--- src/rtl/bssp_pkg.sv ---
// Purpose: shared constants for the buffered synchronous serial port
// Assumes: APB register bus with 32-bit data, one aligned word per register
// Notes: fc is the system clock; fs arrives as a one-cycle enable pulse
package bssp_pkg;
    // ---------------------------------------------------------------
    // register map (byte addresses)
    // ---------------------------------------------------------------
    localparam logic [11:0] OFF_CTRL_FIRST = 12'h000;
    localparam logic [11:0] OFF_CTRL_SECOND = 12'h004;
    localparam logic [11:0] OFF_STATUS = 12'h008;
    localparam logic [11:0] OFF_CONFIG = 12'h00c;
    localparam logic [11:0] OFF_BUF_BASE = 12'h020;
    localparam logic [11:0] OFF_BUF_LAST = 12'h03c;
    // ---------------------------------------------------------------
    // field positions
    // ---------------------------------------------------------------
    localparam int CTRL_RUN_BIT = 7;
    localparam int CTRL_ABORT_BIT = 6;
    localparam int CTRL_MODE_LSB = 3;
    localparam int CTRL_SCK_LSB = 0;
    localparam int CTRL2_WORDS_LSB = 0;
    localparam int STAT_ACTIVE_BIT = 0;
    localparam int STAT_SHIFT_BIT = 1;
    localparam int CFG_PRESCALE_BIT = 0;
    localparam int CFG_SLEEP_BIT = 1;
    // ---------------------------------------------------------------
    // encodings and reset values
    // ---------------------------------------------------------------
    localparam logic [2:0] MODE_TX8 = 3'h0;
    localparam logic [2:0] MODE_TX4 = 3'h2;
    localparam logic [2:0] MODE_TXRX8 = 3'h4;
    localparam logic [2:0] MODE_RX8 = 3'h5;
    localparam logic [2:0] MODE_RX4 = 3'h6;
    localparam logic [2:0] SCK_SLOWEST = 3'h0;
    localparam logic [2:0] SCK_DIV8 = 3'h1;
    localparam logic [2:0] SCK_DIV7 = 3'h2;
    localparam logic [2:0] SCK_DIV6 = 3'h3;
    localparam logic [2:0] SCK_DIV5 = 3'h4;
    localparam logic [2:0] SCK_DIV4 = 3'h5;
    localparam logic [2:0] SCK_EXTERNAL = 3'h7;
    localparam logic [2:0] LAST_BIT_8 = 3'h7;
    localparam logic [2:0] LAST_BIT_4 = 3'h3;
    localparam logic [2:0] RST_CTRL3 = 3'h0;
    localparam logic [7:0] RST_BYTE = 8'h00;
    localparam logic [31:0] RST_WORD = 32'h0000_0000;
    // ---------------------------------------------------------------
    // clock division: half-period masks of fc/2^n, fs/2^5
    // ---------------------------------------------------------------
    localparam logic [11:0] HALF_MASK_13 = 12'h0fff;
    localparam logic [11:0] HALF_MASK_8 = 12'h007f;
    localparam logic [11:0] HALF_MASK_7 = 12'h003f;
    localparam logic [11:0] HALF_MASK_6 = 12'h001f;
    localparam logic [11:0] HALF_MASK_5 = 12'h000f;
    localparam logic [11:0] HALF_MASK_4 = 12'h0007;
    localparam logic [3:0] LOW_HALF_LAST = 4'hf;

    typedef enum logic [1:0] {
        ST_IDLE,
        ST_SHIFT,
        ST_WAIT
    } bssp_state_type;
endpackage : bssp_pkg

--- src/rtl/bssp_top.sv ---
// Purpose: buffered synchronous serial port with eight-entry data buffer
// Assumes: APB slave, zero wait states; serial pins cross into i_clk
// Notes: clock pin is split into input, output and output enable
`timescale 1ns/10ps
`default_nettype none

module bssp_top (
    input wire logic i_clk,
    input wire logic i_rst_b,
    input wire logic i_psel,
    input wire logic i_penable,
    input wire logic i_pwrite,
    input wire logic [11:0] i_paddr,
    input wire logic [31:0] i_pwdata,
    output logic [31:0] o_prdata,
    output logic o_pready,
    output logic o_pslverr,
    input wire logic i_low_clk_tick,
    input wire logic i_sck,
    output logic o_sck,
    output logic o_sck_oe,
    output logic o_so,
    input wire logic i_si,
    output logic o_transfer_done_irq
);
    import bssp_pkg::*;

    // ---------------------------------------------------------------
    // declarations
    // ---------------------------------------------------------------
    bssp_state_type state;
    logic [2:0] sck_sel;
    logic [2:0] transfer_mode_field;
    logic run_bit;
    logic [2:0] word_code;
    logic low_speed_prescale_select;
    logic sleep_power_modes;
    logic [7:0] data_buffer_entries [0:7];
    logic [11:0] div_cnt;
    logic [3:0] low_cnt;
    logic sck_int;
    logic sck_meta, sck_sync, sck_prev;
    logic si_meta, si_sync;
    logic [2:0] bit_cnt;
    logic [2:0] word_idx;
    logic [7:0] tx_shift;
    logic [7:0] rx_shift;
    logic serviced;
    logic wrapped;
    logic access, wr_access, rd_access;
    logic buf_hit, reg_hit, ctrl_first_wr;
    logic [2:0] buf_sel;
    logic abort_now, start_now, svc_evt;
    logic ext_clk, mode_rx, mode_tx, nibble;
    logic half_tick, fall_evt, rise_evt;
    logic word_done, batch_end, cancel_rx, store_rx, wait_exit;
    logic [2:0] last_bit;
    logic [2:0] next_idx;
    logic [7:0] next_rx;
    logic [7:0] rx_word;
    logic [31:0] next_rdata;

    // ---------------------------------------------------------------
    // bus decode
    // ---------------------------------------------------------------
    assign access = i_psel & i_penable;
    assign wr_access = access & i_pwrite;
    assign rd_access = access & ~i_pwrite;
    assign buf_hit = (i_paddr >= OFF_BUF_BASE) && (i_paddr <= OFF_BUF_LAST);
    assign buf_sel = i_paddr[4:2];
    assign reg_hit = buf_hit || (i_paddr == OFF_CTRL_FIRST) || (i_paddr == OFF_CTRL_SECOND)
        || (i_paddr == OFF_STATUS) || (i_paddr == OFF_CONFIG);
    assign ctrl_first_wr = wr_access && (i_paddr == OFF_CTRL_FIRST);
    assign abort_now = ctrl_first_wr && i_pwdata[CTRL_ABORT_BIT];
    assign start_now = ctrl_first_wr && i_pwdata[CTRL_RUN_BIT] && (state == ST_IDLE)
        && !abort_now;
    assign o_pready = 1'b1;
    assign o_pslverr = access && !reg_hit;

    // ---------------------------------------------------------------
    // mode decode
    // ---------------------------------------------------------------
    assign ext_clk = (sck_sel == SCK_EXTERNAL);
    assign mode_rx = (transfer_mode_field == MODE_RX8) || (transfer_mode_field == MODE_RX4)
        || (transfer_mode_field == MODE_TXRX8);
    assign mode_tx = (transfer_mode_field == MODE_TX8) || (transfer_mode_field == MODE_TX4)
        || (transfer_mode_field == MODE_TXRX8);
    assign nibble = (transfer_mode_field == MODE_TX4) || (transfer_mode_field == MODE_RX4);
    assign last_bit = nibble ? LAST_BIT_4 : LAST_BIT_8;

    // buffer servicing: writes for transmit, reads for receive
    assign svc_evt = buf_hit && ((mode_tx && wr_access) || (mode_rx && rd_access));

    // ---------------------------------------------------------------
    // control registers
    // ---------------------------------------------------------------
    always_ff @(posedge i_clk) begin
        if (!i_rst_b) begin
            sck_sel <= RST_CTRL3;
            transfer_mode_field <= RST_CTRL3;
            run_bit <= 1'b0;
        end else if (ctrl_first_wr) begin
            sck_sel <= i_pwdata[CTRL_SCK_LSB +: 3];
            transfer_mode_field <= i_pwdata[CTRL_MODE_LSB +: 3];
            run_bit <= i_pwdata[CTRL_RUN_BIT] && !i_pwdata[CTRL_ABORT_BIT];
        end else if (state != ST_IDLE && word_done && cancel_rx) begin
            run_bit <= 1'b0;
        end
    end

    always_ff @(posedge i_clk) begin
        if (!i_rst_b) begin
            word_code <= RST_CTRL3;
        end else if (wr_access && i_paddr == OFF_CTRL_SECOND) begin
            word_code <= i_pwdata[CTRL2_WORDS_LSB +: 3];
        end
    end

    always_ff @(posedge i_clk) begin
        if (!i_rst_b) begin
            low_speed_prescale_select <= 1'b0;
            sleep_power_modes <= 1'b0;
        end else if (wr_access && i_paddr == OFF_CONFIG) begin
            low_speed_prescale_select <= i_pwdata[CFG_PRESCALE_BIT];
            sleep_power_modes <= i_pwdata[CFG_SLEEP_BIT];
        end
    end

    // ---------------------------------------------------------------
    // pin synchronisers
    // ---------------------------------------------------------------
    always_ff @(posedge i_clk) begin
        if (!i_rst_b) begin
            sck_meta <= 1'b1;
            sck_sync <= 1'b1;
            sck_prev <= 1'b1;
            si_meta <= 1'b0;
            si_sync <= 1'b0;
        end else begin
            sck_meta <= i_sck;
            sck_sync <= sck_meta;
            sck_prev <= sck_sync;
            si_meta <= i_si;
            si_sync <= si_meta;
        end
    end

    // ---------------------------------------------------------------
    // internal rate generation
    // ---------------------------------------------------------------
    always_ff @(posedge i_clk) begin
        if (!i_rst_b || start_now || wait_exit) begin
            div_cnt <= '0;
            low_cnt <= '0;
        end else begin
            div_cnt <= div_cnt + 12'h0001;
            if (i_low_clk_tick) begin
                low_cnt <= low_cnt + 4'h1;
            end
        end
    end

    always_comb begin
        unique case (sck_sel)
            SCK_SLOWEST: begin
                if (low_speed_prescale_select || sleep_power_modes) begin
                    half_tick = i_low_clk_tick && (low_cnt == LOW_HALF_LAST);
                end else begin
                    half_tick = ((div_cnt & HALF_MASK_13) == HALF_MASK_13);
                end
            end
            SCK_DIV8: half_tick = ((div_cnt & HALF_MASK_8) == HALF_MASK_8);
            SCK_DIV7: half_tick = ((div_cnt & HALF_MASK_7) == HALF_MASK_7);
            SCK_DIV6: half_tick = ((div_cnt & HALF_MASK_6) == HALF_MASK_6);
            SCK_DIV5: half_tick = ((div_cnt & HALF_MASK_5) == HALF_MASK_5);
            SCK_DIV4: half_tick = ((div_cnt & HALF_MASK_4) == HALF_MASK_4);
            default: half_tick = 1'b0;
        endcase
    end

    // ---------------------------------------------------------------
    // shift events
    // ---------------------------------------------------------------
    always_comb begin
        if (state != ST_SHIFT) begin
            fall_evt = 1'b0;
            rise_evt = 1'b0;
        end else if (ext_clk) begin
            fall_evt = sck_prev && !sck_sync;
            rise_evt = !sck_prev && sck_sync;
        end else begin
            fall_evt = half_tick && sck_int;
            rise_evt = half_tick && !sck_int;
        end
    end

    assign word_done = rise_evt && (bit_cnt == last_bit);
    assign batch_end = word_done && (word_idx == word_code);
    assign next_idx = batch_end ? 3'h0 : word_idx + 3'h1;
    assign next_rx = {si_sync, rx_shift[7:1]};
    assign rx_word = nibble ? {4'h0, next_rx[7:4]} : next_rx;
    assign cancel_rx = word_done && mode_rx && ext_clk && wrapped && !serviced;
    assign store_rx = word_done && mode_rx && !cancel_rx;
    assign wait_exit = (state == ST_WAIT) && run_bit && serviced;

    // ---------------------------------------------------------------
    // sequencer
    // ---------------------------------------------------------------
    always_ff @(posedge i_clk) begin
        if (!i_rst_b) begin
            state <= ST_IDLE;
        end else if (abort_now) begin
            state <= ST_IDLE;
        end else begin
            unique case (state)
                ST_IDLE: begin
                    if (start_now) begin
                        state <= ST_SHIFT;
                    end
                end
                ST_SHIFT: begin
                    if (word_done) begin
                        if (cancel_rx || !run_bit) begin
                            state <= ST_IDLE;
                        end else if (batch_end && !ext_clk && !serviced && !svc_evt) begin
                            state <= ST_WAIT;
                        end
                    end
                end
                ST_WAIT: begin
                    if (!run_bit) begin
                        state <= ST_IDLE;
                    end else if (serviced) begin
                        state <= ST_SHIFT;
                    end
                end
            endcase
        end
    end

    // servicing flag: a new access wins over the clear
    always_ff @(posedge i_clk) begin
        if (!i_rst_b) begin
            serviced <= 1'b0;
        end else if (svc_evt) begin
            serviced <= 1'b1;
        end else if (start_now || batch_end || wait_exit || abort_now) begin
            serviced <= 1'b0;
        end
    end

    // external-clock batch wrapped without being serviced
    always_ff @(posedge i_clk) begin
        if (!i_rst_b || start_now || abort_now) begin
            wrapped <= 1'b0;
        end else if (svc_evt) begin
            wrapped <= 1'b0;
        end else if (batch_end) begin
            wrapped <= ext_clk && !serviced;
        end else if (word_done) begin
            wrapped <= 1'b0;
        end
    end

    // ---------------------------------------------------------------
    // counters and shift registers
    // ---------------------------------------------------------------
    always_ff @(posedge i_clk) begin
        if (!i_rst_b || start_now) begin
            bit_cnt <= 3'h0;
            word_idx <= 3'h0;
        end else if (word_done) begin
            bit_cnt <= 3'h0;
            word_idx <= next_idx;
        end else if (rise_evt) begin
            bit_cnt <= bit_cnt + 3'h1;
        end
    end

    always_ff @(posedge i_clk) begin
        if (!i_rst_b) begin
            tx_shift <= RST_BYTE;
            o_so <= 1'b1;
        end else if (start_now || wait_exit) begin
            tx_shift <= data_buffer_entries[0];
        end else if (word_done) begin
            tx_shift <= data_buffer_entries[next_idx];
        end else if (fall_evt) begin
            tx_shift <= {1'b0, tx_shift[7:1]};
            o_so <= mode_tx ? tx_shift[0] : 1'b1;
        end
    end

    always_ff @(posedge i_clk) begin
        if (!i_rst_b || start_now) begin
            rx_shift <= RST_BYTE;
        end else if (rise_evt) begin
            rx_shift <= next_rx;
        end
    end

    // ---------------------------------------------------------------
    // serial clock pin
    // ---------------------------------------------------------------
    always_ff @(posedge i_clk) begin
        if (!i_rst_b) begin
            sck_int <= 1'b1;
        end else if (state != ST_SHIFT || start_now) begin
            sck_int <= 1'b1;
        end else if (!ext_clk && half_tick) begin
            sck_int <= ~sck_int;
        end
    end

    assign o_sck = sck_int;
    assign o_sck_oe = !ext_clk;

    // ---------------------------------------------------------------
    // data buffer
    // ---------------------------------------------------------------
    always_ff @(posedge i_clk) begin
        if (!i_rst_b) begin
            for (int i = 0; i < 8; i++) begin
                data_buffer_entries[i] <= RST_BYTE;
            end
        end else if (ctrl_first_wr && i_pwdata[CTRL_MODE_LSB +: 3] != transfer_mode_field) begin
            for (int i = 0; i < 8; i++) begin
                data_buffer_entries[i] <= RST_BYTE;
            end
        end else begin
            if (store_rx && state == ST_SHIFT) begin
                data_buffer_entries[word_idx] <= rx_word;
            end
            if (wr_access && buf_hit) begin
                data_buffer_entries[buf_sel] <= i_pwdata[7:0];
            end
        end
    end

    // ---------------------------------------------------------------
    // transfer interrupt
    // ---------------------------------------------------------------
    always_ff @(posedge i_clk) begin
        if (!i_rst_b) begin
            o_transfer_done_irq <= 1'b0;
        end else begin
            o_transfer_done_irq <= batch_end && !cancel_rx && !abort_now;
        end
    end

    // ---------------------------------------------------------------
    // read data, captured in the setup phase
    // ---------------------------------------------------------------
    always_comb begin
        next_rdata = RST_WORD;
        if (buf_hit) begin
            next_rdata[7:0] = data_buffer_entries[buf_sel];
        end else if (i_paddr == OFF_STATUS) begin
            next_rdata[STAT_ACTIVE_BIT] = (state != ST_IDLE);
            next_rdata[STAT_SHIFT_BIT] = (state == ST_SHIFT);
        end else if (i_paddr == OFF_CONFIG) begin
            next_rdata[CFG_PRESCALE_BIT] = low_speed_prescale_select;
            next_rdata[CFG_SLEEP_BIT] = sleep_power_modes;
        end
    end

    always_ff @(posedge i_clk) begin
        if (!i_rst_b) begin
            o_prdata <= RST_WORD;
        end else if (i_psel && !i_penable && !i_pwrite) begin
            o_prdata <= next_rdata;
        end
    end
endmodule : bssp_top

`default_nettype wire

--- config.mk ---
export PLATFORM = sky130hd
export DESIGN_NAME = bssp_top
export DESIGN_NICKNAME = d
export VERILOG_FILES = /design/src/rtl/bssp_pkg.sv /design/src/rtl/bssp_top.sv
export SDC_FILE = /design/constraint.sdc
export NUM_CORES = 1
export LEC_CHECK = 0
export ABC_AREA = 1
export BUFFER_PORTS_ARGS = -buffer_cell sky130_fd_sc_hd__buf_2
export CAP_MARGIN = 25
export CORE_MARGIN = 1
export CORE_UTILIZATION = 50
export CTS_BUF_LIST = sky130_fd_sc_hd__clkbuf_8
export DETAILED_ROUTE_END_ITERATION = 8
export PLACE_DENSITY = 0.7
export REMOVE_ABC_BUFFERS = 1
export SYNTH_ARGS = -nofsm -noshare
export SYNTH_HDL_FRONTEND = slang
export SYNTH_SLANG_ARGS = --single-unit
--- constraint.sdc ---
create_clock -name i_clk -period 5.5 [get_ports i_clk]
set_clock_uncertainty 0.2 [all_clocks]
set_input_delay 0.275 -clock i_clk [delete_from_list [all_inputs] [get_ports i_clk]]
set_output_delay 0.275 -clock i_clk [all_outputs]
set_load 0.1 [all_outputs]
==> qor.yml <==
run_status: "finished, violations left"
violations: "design-rule violations"
p_sw_mw: 0.621
cts.sinks: 133
postCtsSetupRepairBufs: 0
drt_first_iter_violations: 822
grt-ovfl-total: 0
cpPeakStageDelay_ns: 0.42
combPwrFrac: 0.106
maxCapViolCount: 0
syn2layout_area_growth_pct: 8.28
slowest_stage: "nand2_1"
rsz0062_at_grt: "false"
path_class: "flip-flop to flip-flop"
drt-total-wl_um: 21700
clockPowerShare: 0.374
switching_share: 0.298
reg2reg_slack_ns: 1.96
grt_usage: 0.284
finalCriticalPeriod_ns: 3.54
maxClockFrequency_mhz: 283
seq_area_frac_synth: 0.432
initial_core_util: 0.520
min_path_type: "primary input to flip-flop"
synth_common_cells: "219 x nand2_1, 106 x inv_1, 90 x nand3_1"
finalNonFillerCells: 1231
cp.required_ns: 5.71
synth_cell_types: 51
antenna_found_initial: 0
worstMarginPinSlew_ns: 1.03
yosys_warnings: 0
dpl.hpwl_um: 15500
cts-root-buf: "clkbuf_8"
avgViaCountPerCell: 5.68
wire_per_inst_um: 17.6
clock_latency_ns: 0.47
layout-drive-gt1-share: 0.125
num_antenna_cells: 0
ys.flop_type: "dfxtp_1"
slew_viol_final: 0
drc_errors: 9
numCtsBuffers: 17
die_y_um: 126
period_share: 0.644
fin_tns_setup_ns: 0
crit_top_cell: "nand2_1"
p_int_mw: 1.47
drt_pass1_iterations: 9
finalHoldViolCount: 0
p_per_area_nw_per_um2: 252
htree_levels: 4
die_area_um2: 15800
cts_resized: 0
crit_family: "simple AND/OR/NAND/NOR gates"
core-area_um2: 14700
cp_max_fo: 21
vdd_drop_max_mv: 0.160
cp.arrival_ns: 3.75
num_vias: 6990
syn_area_per_cell_um2: 7.64
p_leak_nw: 3.30
die_w_um: 126
port_buffers: 40
ys_ff_latch: 133
synth-edff-count: 64
clock_path_buffers: 2
pin_count: 90
holdBufCountCts: 10
grt_pass1_wl_um: 33700
cp_cell_sequence: "ha_1 -> nand3_1 -> inv_1 -> ha_1 -> nand4_1 -> nand2_1 -> nor2_1 -> nand3_2 -> nand2_2 -> nand2_4 -> nand4_1 -> buf_4 -> nand2_1 -> buf_8 -> inv_1 -> nand2_1 -> nand3b_1 -> nand2_1 -> nand2_1 -> nand3_1 -> a21oi_1"
synth_top_area_cell: "edfxtp_1"
max-slew-margin-rel: 0.313
p_total_mw: 2.09
grt_pass1_vias: 6008
clkSlewWorstSetupHoldPaths_ns: 0.08
start_kind: "flip-flop"
placed_cells: 1189
synth.top_cell.area_share: 0.251
drtAntennaViolNets: 0
synthArstFlopShare: 0
cp-end-kind: "flip-flop"
netlist_area_um2: 7640
synth_most_common_cell: "nand2_1"
grt_max_degree: 31
p_seq_frac: 0.520
cts_tree: "done"
num_rows: 44
cp.buffers_inverters: 4
setup_viol: 0
fin_nets: 1096
gp_congestion: 0.963
synthCells: 1000
ys_top_cells_by_area: "edfxtp_1 25%, dfxtp_1 18%, nand2_1 11%"
==> logic make-up after synthesis <==
| family | synth area share |
|---|---|
| other | 0.000982 |
| xor gates and xnor gates | 0.0137 |
| muxes | 0.00131 |
| adders and majority gates | 0.0164 |
| and+or+nand+nor | 0.265 |
| DFF | 0.432 |
| AOI/OAI and AO/OA | 0.160 |
| buffers and inverters | 0.111 |
==> final cells by class <==
class	count	area [um^2]
Clock inverter	15	133
Sequential cell	133	3300
Inverter	126	473
Tap cell	184	230
Fill cell	1383	6420
Multi-Input combinational cell	704	3580
Timing Repair Buffer	52	323
Clock buffer	17	234
==> metal layers <==
| layer | vias to the layer above | global-route usage | share of wire |
|---|---|---|---|
| met2 | 365 | 0.413 | 0.43 |
| met1 | 3147 | 0.401 | 0.44 |
| li1 | 3425 | - | - |
| met3 | 53 | 0.0722 | 0.11 |
| met5 | - | 0 | 0 |
| met4 | 0 | 0.119 | 0.030 |
==> final timing paths <==
check                             endpoint  depth (start not counted)                  start
hold / removal    o_prdata[0]$_SDFFE_PN0P_                          4               i_pwrite
hold reg to reg         si_sync$_SDFF_PN0_                          2     si_meta$_SDFF_PN0_
setup reg to reg  tx_shift[7]$_SDFFE_PN0P_                         21  div_cnt[0]$_SDFF_PP0_
setup / recovery  tx_shift[7]$_SDFFE_PN0P_                         21  div_cnt[0]$_SDFF_PP0_
==> layout by cell type (no fill, tap or decap), drive strengths merged, types with 25 or more instances in the layout <==
master and n:
buf 42, o22ai 80, nand2 231, edfxtp 64
dfxtp 69, nor2 73, nand3 95, a21oi 55
inv 122, conb 25, o21ai 64
==> power groups by stage <==
stage	Sequential [mW]	Combinational [mW]	Clock, mW
floorplan	1.10	0.154	0
global route	1.09	0.233	0.831
detailed placement	1.11	0.211	0
CTS	1.08	0.217	0.783
finish	1.09	0.220	0.780
global placement	1.11	0.210	0
==> per-stage QoR <==
stage | utilization | setup slack [ns] | instance area (um^2) | hold slack, ns
after floorplan | - | 1.30 | 7360 | 0.144
after global placement | 0.530 | 1.80 | 7800 | 0.198
after detailed placement | 0.531 | 2.07 | 7810 | 0.205
after CTS | 0.563 | 2.01 | 8280 | 0.0341
after global routing | 0.563 | 1.67 | 8280 | 0.0636
final | 0.563 | 1.96 | 8280 | 0.0572
==> registers in the layout, summed over array words and instances, names as in the netlist, 2 cells and up <==
register / count
word_code: 3
bit_cnt: 3
word_idx: 3
sck_sel: 3
tx_shift: 8
low_cnt: 4
state: 2
rx_shift: 7
data_buffer_entries: 64
div_cnt: 12
o_prdata: 8
transfer_mode_field: 3
==> worst min-delay path, stage by stage <==
cell and delay [ns]:
buf_2 0.09, nor3_1 0.11, o211ai_1 0.17, inv_1 0.04
(Power assumes the default switching activity.)
